--- src/colour_exposure_pkg.sv ---
`default_nettype none
package colour_exposure_pkg;

  // ----------------------------------------------------------------
  // Register map
  // ----------------------------------------------------------------
  localparam int ADDR_W = 12;
  localparam int DATA_W = 32;
  localparam int STRB_W = DATA_W / 8;
  localparam int LEVEL_W = 12;
  localparam logic [ADDR_W-1:0] COLOUR_BALANCE_CONTROL_OFFSET = 12'h80C;
  localparam logic [ADDR_W-1:0] EXPOSURE_CONTROL_OFFSET = 12'h81C;

  // ----------------------------------------------------------------
  // Field positions
  // ----------------------------------------------------------------
  localparam int PRESENT_BIT = 0;
  localparam int ABS_CONTROL_BIT = 1;
  localparam int SINGLE_SHOT_BIT = 5;
  localparam int ACTIVE_BIT = 6;
  localparam int AUTO_MODE_BIT = 7;
  localparam int LEVEL_LO_LSB = 8;
  localparam int LEVEL_HI_LSB = 20;

  // ----------------------------------------------------------------
  // Values and limits
  // ----------------------------------------------------------------
  localparam logic [LEVEL_W-1:0] LEVEL_MIN = 12'h010;
  localparam logic [LEVEL_W-1:0] LEVEL_MAX = 12'h0FF;
  localparam logic [LEVEL_W-1:0] LEVEL_UNITY = 12'h040;
  localparam logic [LEVEL_W-1:0] BLUE_DEFAULT = 12'h059;
  localparam logic [LEVEL_W-1:0] RED_DEFAULT = 12'h068;
  localparam logic [LEVEL_W-1:0] EXPOSURE_MIN = 12'h001;
  localparam logic [LEVEL_W-1:0] EXPOSURE_DEFAULT = 12'h1F4;
  localparam logic [LEVEL_W-1:0] LEVEL_ZERO = 12'h000;

  // ----------------------------------------------------------------
  // Timing
  // ----------------------------------------------------------------
  localparam int CLK_PERIOD_NS = 8;
  localparam int TIME_BASE_NS = 20000;
  localparam int TIME_BASE_CYCLES_INT = TIME_BASE_NS / CLK_PERIOD_NS;
  localparam int EXP_LEN_W = 24;
  localparam logic [LEVEL_W-1:0] TIME_BASE_CYCLES = LEVEL_W'(TIME_BASE_CYCLES_INT);
  localparam logic [EXP_LEN_W-1:0] TIME_BASE_CYCLES_WIDE = EXP_LEN_W'(TIME_BASE_CYCLES_INT);

  // ----------------------------------------------------------------
  // Bus answers
  // ----------------------------------------------------------------
  localparam logic [1:0] RESP_OKAY = 2'h0;
  localparam logic [1:0] RESP_SLVERR = 2'h2;

  typedef enum logic [1:0] {SEL_NONE, SEL_COLOUR, SEL_EXPOSURE} reg_sel_type;

  // Layout shared by both feature registers
  typedef struct packed {
    logic [LEVEL_W-1:0] level_hi;
    logic [LEVEL_W-1:0] level_lo;
    logic auto_mode;
    logic active;
    logic single_shot;
    logic [2:0] reserved;
    logic abs_control;
    logic present;
  } feature_csr_type;

endpackage
`default_nettype wire
--- src/colour_exposure_csr.sv ---
// The AXI4-Lite interface to the registers was chosen for this implementation.
`default_nettype none
module colour_exposure_csr
  import colour_exposure_pkg::*;
#(
  parameter bit COLOUR_VARIANT = 1'b1
) (
  input wire logic aclk,
  input wire logic aresetn,
  input wire logic [ADDR_W-1:0] awaddr,
  input wire logic awvalid,
  output logic awready,
  input wire logic [DATA_W-1:0] wdata,
  input wire logic [STRB_W-1:0] wstrb,
  input wire logic wvalid,
  output logic wready,
  output logic [1:0] bresp,
  output logic bvalid,
  input wire logic bready,
  input wire logic [ADDR_W-1:0] araddr,
  input wire logic arvalid,
  output logic arready,
  output logic [DATA_W-1:0] rdata,
  output logic [1:0] rresp,
  output logic rvalid,
  input wire logic rready,
  output logic [LEVEL_W-1:0] blue_level,
  output logic [LEVEL_W-1:0] red_level,
  output logic [LEVEL_W-1:0] exposure_count,
  input wire logic exposure_start,
  output logic exposure_active
);

  // ----------------------------------------------------------------
  // Decode helpers
  // ----------------------------------------------------------------
  function automatic reg_sel_type decode_sel(input logic [ADDR_W-1:0] a);
    if (a[ADDR_W-1:2] == COLOUR_BALANCE_CONTROL_OFFSET[ADDR_W-1:2]) begin
      return SEL_COLOUR;
    end else if (a[ADDR_W-1:2] == EXPOSURE_CONTROL_OFFSET[ADDR_W-1:2]) begin
      return SEL_EXPOSURE;
    end
    return SEL_NONE;
  endfunction

  function automatic logic [DATA_W-1:0] merge_bytes(input logic [DATA_W-1:0] old,
      input logic [DATA_W-1:0] data, input logic [STRB_W-1:0] strb);
    logic [DATA_W-1:0] res;
    res = old;
    for (int i = 0; i < STRB_W; i++) begin
      if (strb[i]) begin
        res[i*8 +: 8] = data[i*8 +: 8];
      end
    end
    return res;
  endfunction

  function automatic logic level_ok(input logic [LEVEL_W-1:0] v);
    return (v >= LEVEL_MIN) && (v <= LEVEL_MAX);
  endfunction

  // ----------------------------------------------------------------
  // State
  // ----------------------------------------------------------------
  logic [LEVEL_W-1:0] blue_q, blue_d, red_q, red_d, exp_q, exp_d;
  logic aw_hold_q, w_hold_q, bvalid_q, rvalid_q;
  logic [ADDR_W-1:0] aw_addr_q;
  logic [DATA_W-1:0] w_data_q, rdata_q;
  logic [STRB_W-1:0] w_strb_q;
  logic [1:0] bresp_q, rresp_q;
  logic active_q;
  logic [LEVEL_W-1:0] tb_cnt_q, units_q;

  // ----------------------------------------------------------------
  // Register images
  // ----------------------------------------------------------------
  feature_csr_type colour_word, exposure_word;
  assign colour_word.level_hi = red_q;
  assign colour_word.level_lo = blue_q;
  assign colour_word.auto_mode = 1'b0;
  assign colour_word.active = COLOUR_VARIANT;
  assign colour_word.single_shot = 1'b0;
  assign colour_word.reserved = 3'h0;
  assign colour_word.abs_control = 1'b0;
  assign colour_word.present = COLOUR_VARIANT;
  assign exposure_word.level_hi = exp_q;
  assign exposure_word.level_lo = LEVEL_ZERO;
  assign exposure_word.auto_mode = 1'b0;
  assign exposure_word.active = 1'b1;
  assign exposure_word.single_shot = 1'b0;
  assign exposure_word.reserved = 3'h0;
  assign exposure_word.abs_control = 1'b0;
  assign exposure_word.present = 1'b1;

  // ----------------------------------------------------------------
  // Write channel
  // ----------------------------------------------------------------
  // Address and data are parked separately so they may arrive in either order
  wire logic wr_fire = aw_hold_q && w_hold_q && !bvalid_q;
  wire reg_sel_type wr_sel = decode_sel(aw_addr_q);
  wire logic [DATA_W-1:0] colour_new = merge_bytes(colour_word, w_data_q, w_strb_q);
  wire logic [DATA_W-1:0] exposure_new = merge_bytes(exposure_word, w_data_q, w_strb_q);
  wire logic [LEVEL_W-1:0] blue_new = colour_new[LEVEL_LO_LSB +: LEVEL_W];
  wire logic [LEVEL_W-1:0] red_new = colour_new[LEVEL_HI_LSB +: LEVEL_W];
  wire logic [LEVEL_W-1:0] exp_new = exposure_new[LEVEL_HI_LSB +: LEVEL_W];
  wire logic colour_wr = wr_fire && (wr_sel == SEL_COLOUR) && COLOUR_VARIANT;
  wire logic exposure_wr = wr_fire && (wr_sel == SEL_EXPOSURE);

  // Out-of-range levels leave the held value untouched rather than clipping it
  assign blue_d = (colour_wr && level_ok(blue_new)) ? blue_new : blue_q;
  assign red_d = (colour_wr && level_ok(red_new)) ? red_new : red_q;
  assign exp_d = (exposure_wr && (exp_new >= EXPOSURE_MIN)) ? exp_new : exp_q;

  assign awready = !aw_hold_q && !bvalid_q;
  assign wready = !w_hold_q && !bvalid_q;
  assign bvalid = bvalid_q;
  assign bresp = bresp_q;

  always_ff @(posedge aclk) begin
    if (!aresetn) begin
      aw_hold_q <= 1'b0;
      w_hold_q <= 1'b0;
      aw_addr_q <= '0;
      w_data_q <= '0;
      w_strb_q <= '0;
      bvalid_q <= 1'b0;
      bresp_q <= RESP_OKAY;
    end else begin
      if (awvalid && awready) begin
        aw_hold_q <= 1'b1;
        aw_addr_q <= awaddr;
      end
      if (wvalid && wready) begin
        w_hold_q <= 1'b1;
        w_data_q <= wdata;
        w_strb_q <= wstrb;
      end
      if (wr_fire) begin
        aw_hold_q <= 1'b0;
        w_hold_q <= 1'b0;
        bvalid_q <= 1'b1;
        bresp_q <= (wr_sel == SEL_NONE) ? RESP_SLVERR : RESP_OKAY;
      end else if (bready) begin
        bvalid_q <= 1'b0;
      end
    end
  end

  always_ff @(posedge aclk) begin
    if (!aresetn) begin
      blue_q <= COLOUR_VARIANT ? BLUE_DEFAULT : LEVEL_ZERO;
      red_q <= COLOUR_VARIANT ? RED_DEFAULT : LEVEL_ZERO;
      exp_q <= EXPOSURE_DEFAULT;
    end else begin
      blue_q <= blue_d;
      red_q <= red_d;
      exp_q <= exp_d;
    end
  end

  // ----------------------------------------------------------------
  // Read channel
  // ----------------------------------------------------------------
  wire logic rd_fire = arvalid && arready;
  wire reg_sel_type rd_sel = decode_sel(araddr);
  wire logic [DATA_W-1:0] rd_word = (rd_sel == SEL_COLOUR) ? colour_word :
                                    (rd_sel == SEL_EXPOSURE) ? exposure_word : '0;

  assign arready = !rvalid_q;
  assign rvalid = rvalid_q;
  assign rdata = rdata_q;
  assign rresp = rresp_q;

  always_ff @(posedge aclk) begin
    if (!aresetn) begin
      rvalid_q <= 1'b0;
      rdata_q <= '0;
      rresp_q <= RESP_OKAY;
    end else if (rd_fire) begin
      rvalid_q <= 1'b1;
      rdata_q <= rd_word;
      rresp_q <= (rd_sel == SEL_NONE) ? RESP_SLVERR : RESP_OKAY;
    end else if (rready) begin
      rvalid_q <= 1'b0;
    end
  end

  // ----------------------------------------------------------------
  // Exposure timer
  // ----------------------------------------------------------------
  // The count is latched at start, so a write during an exposure acts on the next one
  wire logic start_fire = exposure_start && !active_q;
  wire logic tb_wrap = (tb_cnt_q == LEVEL_ZERO);

  always_ff @(posedge aclk) begin
    if (!aresetn) begin
      active_q <= 1'b0;
      tb_cnt_q <= LEVEL_ZERO;
      units_q <= LEVEL_ZERO;
    end else if (start_fire) begin
      active_q <= 1'b1;
      tb_cnt_q <= TIME_BASE_CYCLES - EXPOSURE_MIN;
      units_q <= exp_q;
    end else if (active_q) begin
      tb_cnt_q <= tb_wrap ? TIME_BASE_CYCLES - EXPOSURE_MIN : tb_cnt_q - EXPOSURE_MIN;
      if (tb_wrap) begin
        units_q <= units_q - EXPOSURE_MIN;
        active_q <= (units_q != EXPOSURE_MIN);
      end
    end
  end

  assign blue_level = blue_q;
  assign red_level = red_q;
  assign exposure_count = exp_q;
  assign exposure_active = active_q;

  // ----------------------------------------------------------------
  // Checks
  // ----------------------------------------------------------------
  logic [EXP_LEN_W-1:0] elapsed_q, len_q;
  always_ff @(posedge aclk) begin
    if (!aresetn) begin
      elapsed_q <= '0;
      len_q <= '0;
    end else if (start_fire) begin
      elapsed_q <= '0;
      len_q <= EXP_LEN_W'(exp_q) * TIME_BASE_CYCLES_WIDE;
    end else if (active_q) begin
      elapsed_q <= elapsed_q + EXP_LEN_W'(1);
    end
  end
endmodule
`default_nettype wire

--- config.mk ---
export PLATFORM = sky130hd
export DESIGN_NAME = colour_exposure_csr
export DESIGN_NICKNAME = d
export VERILOG_FILES = /design/src/colour_exposure_pkg.sv /design/src/colour_exposure_csr.sv
export SDC_FILE = /design/constraint.sdc
export NUM_CORES = 1
export LEC_CHECK = 0
export BUFFER_PORTS_ARGS = -buffer_cell sky130_fd_sc_hd__buf_2
export CORE_ASPECT_RATIO = 0.75
export CORE_UTILIZATION = 45
export CTS_BUF_LIST = sky130_fd_sc_hd__clkbuf_4 sky130_fd_sc_hd__clkbuf_8
export DETAILED_ROUTE_END_ITERATION = 7
export GPL_ROUTABILITY_DRIVEN = 0
export GPL_TIMING_DRIVEN = 0
export HOLD_SLACK_MARGIN = 0.02
export PLACE_DENSITY = 0.83
export RECOVER_POWER = 50
export SETUP_SLACK_MARGIN = 0.02
export SYNTH_ARGS = -nofsm -noshare
export SYNTH_HDL_FRONTEND = slang
export SYNTH_SLANG_ARGS = --single-unit
--- constraint.sdc ---
create_clock -name aclk -period 2.1 [get_ports aclk]
set_clock_uncertainty 0.15 [all_clocks]
set_input_delay 0.21 -clock aclk [delete_from_list [all_inputs] [get_ports aclk]]
set_output_delay 0.21 -clock aclk [all_outputs]
set_load 0.03 [all_outputs]
# Yosys cells after proc, flatten, opt, wreduce, memory -nomap -nowiden
# Cells that the tools add are included.
# word_totals
ff_bits	149
in_bits	68
output_inout_bits	78
# op_classes
addsub	2
n_lt_le_gt_ge	5
n_eq_ne	9
n_mux	32
n_bitwise	1
n_reduce_logical	30
# ops
op	n
12-bit two-way mux	6
32-bit two-way mux	2
10-bit == test, second input constant	4
8-bit two-way mux	5
12-bit by 5-bit greater-or-equal comparator with 1-bit output, second input constant	2
12-bit by 8-bit less-or-equal comparator with 1-bit output, second input constant	2
12-bit by 1-bit subtractor with 12-bit output, second input constant	2
2-bit two-way mux	8
1-bit logical AND	15
12-bit by 1-bit greater-or-equal comparator with 1-bit output, second input constant	1
12-bit logical NOT	1
12-bit by 1-bit inequality test with 1-bit output, second input constant	1
1-bit two-way mux	11
2-bit nonzero test	4
1-bit logical NOT	5
2-bit by 1-bit == test with 1-bit output, second input constant	2
2-bit == test, second input constant	2
2-bit logical NOT	2
2-bit OR reduction	2
2-bit AND reduction	1
1-bit NOT	1

# Logic depth before layout (Yosys ltp)
# logic_depth
depth_word	7
mapped_depth	8

# Least setup slack after synthesis
# Ideal clock, no wire load.
# synth_timing
path_kind	flip-flop to flip-flop
start	register red_q[11] (netlist: red_level[11])
end	register red_q[0] (netlist: red_level[0])
setup_time_ns	0.072
t_arrival_ns	1.884
required_ns	1.878
slack_ns	-0.006
path_stages_with_launch	5
path_buffers	0
period_less_slack_ns	2.106
cell_sequence	dfxtp_1 -> or4_1 -> or3_1 -> a211oi_4 -> mux2i_1
# synth_via
elab_chain_cells	4
elab_cells_between_ends	5
# synth_lines
element	line	rtl
start: declaration	colour_exposure_csr.sv:65	logic [LEVEL_W-1:0] blue_q, blue_d, red_q, red_d, exp_q, exp_d;
start signal: assignment	colour_exposure_csr.sv:152	red_q <= COLOUR_VARIANT ? RED_DEFAULT : LEVEL_ZERO;
start signal: assignment	colour_exposure_csr.sv:156	red_q <= red_d;
8-bit two-way mux (*)	colour_exposure_csr.sv:51	if (strb[i]) begin
12-bit by 5-bit greater-or-equal comparator with 1-bit output or 12-bit by 8-bit less-or-equal comparator with 1-bit output (tied branches)	colour_exposure_csr.sv:59	return (v >= LEVEL_MIN) && (v <= LEVEL_MAX);
1-bit logical AND (*)	colour_exposure_csr.sv:59	
1-bit logical AND (*)	colour_exposure_csr.sv:111	assign red_d = (colour_wr && level_ok(red_new)) ? red_new : red_q;
# Every way passes the cells marked *; elsewhere a longest branch is shown, timed or not.
# A chain may end at the register's enable or synchronous reset.

# Final worst setup path
# Same ends and word-level chain as after synthesis.

==> impl_metrics.toml <==
[timing]
drv_slew = 0
period_share = 0.9749
setup_ws_ns = 0.05281
min_period_ns = 2.047
fmax_ghz = 0.4885
worstMarginPinSlew_ns = 0.8037
max-slew-margin-rel = 0.4598
setup_violations = 0
rsz0062_at_grt = "true"
finalHoldWorstSlack_ns = 0.03811
tns_ns = 0
finalHoldViolCount = 0

[power]
pwr-share-clk = 0.419
switching_share = 0.2752
peakVddDrop_mv = 0.4769
intPower_w = 0.004306
power.density_mw_per_mm2 = 786.3
p_leak_nw = 2.863
pwr-share-comb = 0.134
seq_power_share = 0.447
p_sw_w = 0.001635

[synthesis]
syn_inst = 679
synth_common_cells = "129 x dfxtp_1, 125 x nand2_1, 61 x a21oi_1"
synth_cell_types = 70
syn_area_per_cell_um2 = 8.532
yosysSeqAreaShare = 0.4458
synth_warnings = 0
async_reset_ff_frac = 0
synth-edff-count = 0
synth_area_leaders = "dfxtp_1 45%, nand2_1 8.1%, a21oi_1 5.3%"
synth_ff_type = "dfxtp_1"
synth_top_area_cell = "dfxtp_1"
synthesis.area_mm2 = 0.005793
synth_top_area_share = 0.4458
synth_most_common_cell = "dfxtp_1"
synth_seq_cells = 129

[global_routing]
grt-ovfl-total = 0
grt_pass1_wl_um = 28150
antenna_found_initial = 0
grt_usage = 0.2730
grt_max_degree = 17
grt_pass1_vias = 5311

[clock_tree]
numCtsBuffers = 17
clock-root-buffer = "clkbuf_8"
clock_sinks = 129
clk_path_buf_depth = 2
cts_max_level = 4
clock_latency_ns = 0.45
path_clk_slew_ns = 0.08
cts_tree = "built"

[hold_path]
min-delay-start = "exposure_start"
min_to = "tb_cnt_q[0]"
holdPathStages = 5
hold_path_class = "input pin to flop"

[placement]
dp.cells = 975
dp_slack_ns = -0.1571
dp_hpwl_um = 11990
port_buffers = 123
dpl_cell_area_mm2 = 0.006643

[worst_setup_path]
timing.rr.start = "red_level[11]"
worstPathRequired_ns = 2.33
endpoint_kind = "flop"
rrSetupSlack_ns = 0.05
critPathArrivalTime_ns = 2.27
reg2reg_to = "red_level[0]"
criticalPathCategory = "flop to flop"
reg2regPathDepth = 5
crit_path_start_kind = "flop"
critPathMaxFanout = 4

[die]
rows = 35
die_w_um = 133.0
dieArea_mm2 = 0.01334
die_h_um = 100.3
coreArea_mm2 = 0.01239
initial_core_util = 0.4674
pin_count = 146

[detailed_routing]
dr_total_vias = 5892
drcViolationCount = 0
wl_um = 18160
drt_iter0_markers = 625
routedWlPerCell_um = 17.23
vias_per_cell = 5.590
dr.pass1.iters = 5
antenna_left = 0

[finish]
drive_above_1_share = 0.1802
fin_cells = 1054
nNetsFinal = 946
fin_area_mm2 = 0.007555
area_growth_pct = 30.41
num_antenna_cells = 0

[run_status]
status = "finished clean"

[run]
drv_cap = 0
[cell type report]
cell class              instances  area (um2)
clock buffers                  17       234.0
fillers                      1065        4838
flip-flops and latches        129        2592
plain buffers                  45       244.0
well taps                     166       207.7
inverters                      15       56.30
clock inverters                15       230.2
multi-input cells             492        2965
repair buffers                175        1025
[kinds of logic (layout without fill, tap and decap cells)]
| group | count (synthesis) | in the layout | share of synthesized area |
|---|---|---|---|
| adder cells (fa/ha/maj) | 3 | 3 | 0.006480 |
| other | 1 | 8 | 0.0006473 |
| buffers and inverters | 65 | 267 | 0.05335 |
| XOR/XNOR | 8 | 8 | 0.01210 |
| flip-flops | 129 | 129 | 0.4458 |
| AO/OA/AOI/OAI | 135 | 135 | 0.1508 |
| AND/OR/NAND/NOR | 304 | 304 | 0.2695 |
| multiplexers | 34 | 34 | 0.06134 |
[what timing repair did]
item                                   in CTS  in global routing
buffers inserted                            6                  5
endpoints found under the hold margin      39                  0
gates resized for setup                    10                 23
setup endpoints to repair                  27                 64
pin swaps                                   6                  4
hold buffers                               41                  0
[metrics by stage]
step | utilization | power, W
after detailed placement | 0.5360 | 0.003389
after global placement | 0.5360 | 0.003372
after global routing | 0.6096 | 0.006144
after CTS | 0.6121 | 0.005895
after floorplan | - | 0.003182
final | 0.6096 | 0.005941
[how the worst max path moves through the flow]
stage	start	to	slack (ns)	depth (start not counted)
after global placement	bvalid	blue_level[3]	-0.10	5
final	red_level[11]	red_level[0]	0.05	5
after global routing	w_strb_q[3]	red_level[1]	-0.02	5
after CTS	w_strb_q[3]	red_level[0]	-0.008	5
after detailed placement	aw_addr_q[9]	blue_level[6]	-0.16	4
after floorplan	bvalid	w_data_q[14]	0.02	6
[power by group through the flow]
stage	clock network, W	registers [W]	logic, W
2_1_floorplan	0	0.00268	0.000499
6_report	0.00249	0.00265	0.000795
3_3_place_gp	0	0.00270	0.000675
4_1_cts	0.00249	0.00265	0.000760
5_1_grt	0.00261	0.00267	0.000870
3_5_place_dp	0	0.00270	0.000689
[state kept, by name (all words and copies together) (netlist names)]
| name | count |
|---|---|
| rvalid | 1 |
| blue_level | 12 |
| exposure_count | 12 |
| tb_cnt_q | 12 |
| aw_hold_q | 1 |
| red_level | 12 |
| rresp | 1 |
| w_hold_q | 1 |
| rdata | 25 |
| w_strb_q | 3 |
| bvalid | 1 |
| w_data_q | 24 |
| units_q | 12 |
| bresp | 1 |
| exposure_active | 1 |
| aw_addr_q | 10 |
[per-layer routing]
metal	wire (um)	part of all wire	GRT usage
met1	8094	0.45	0.3672
met2	7961	0.44	0.4241
met3	1753	0.097	0.07727
met4	349	0.019	0.08400
met5	0	0	0
[placed cells by master, fill, tap and decap left out, types with 4 or more instances in the layout]
master and instances:
a211oi_1 7, a21oi_1 61, a31oi_1 7, a32oi_1 12
and2_1 7, and4_1 4, buf_2 57, buf_4 19
bufinv_16 5, clkbuf_1 89, clkbuf_2 7, clkbuf_8 19
clkinv_4 5, conb_1 8, dfxtp_1 123, dfxtp_2 5
dlygate4sd3_1 41, inv_1 15, mux2_2 12, mux2i_1 22
nand2_1 125, nand2b_1 4, nand3_1 21, nand4_1 10
nor2_1 52, nor3_1 19, nor3b_1 9, nor4_1 5
nor4b_1 4, o21ai_0 15, o221ai_1 8, o31ai_1 4
or3_1 6, or4_1 6, xnor2_1 6
[critical path: stages (launching register included)]
cell and delay [ns]:
dfxtp_2 0.34, or4_4 0.52, or3_4 0.40, a211oi_4 0.21
buf_6 0.15, mux2i_1 0.19
No activity file was read; power rests on OpenSTA's default activity.
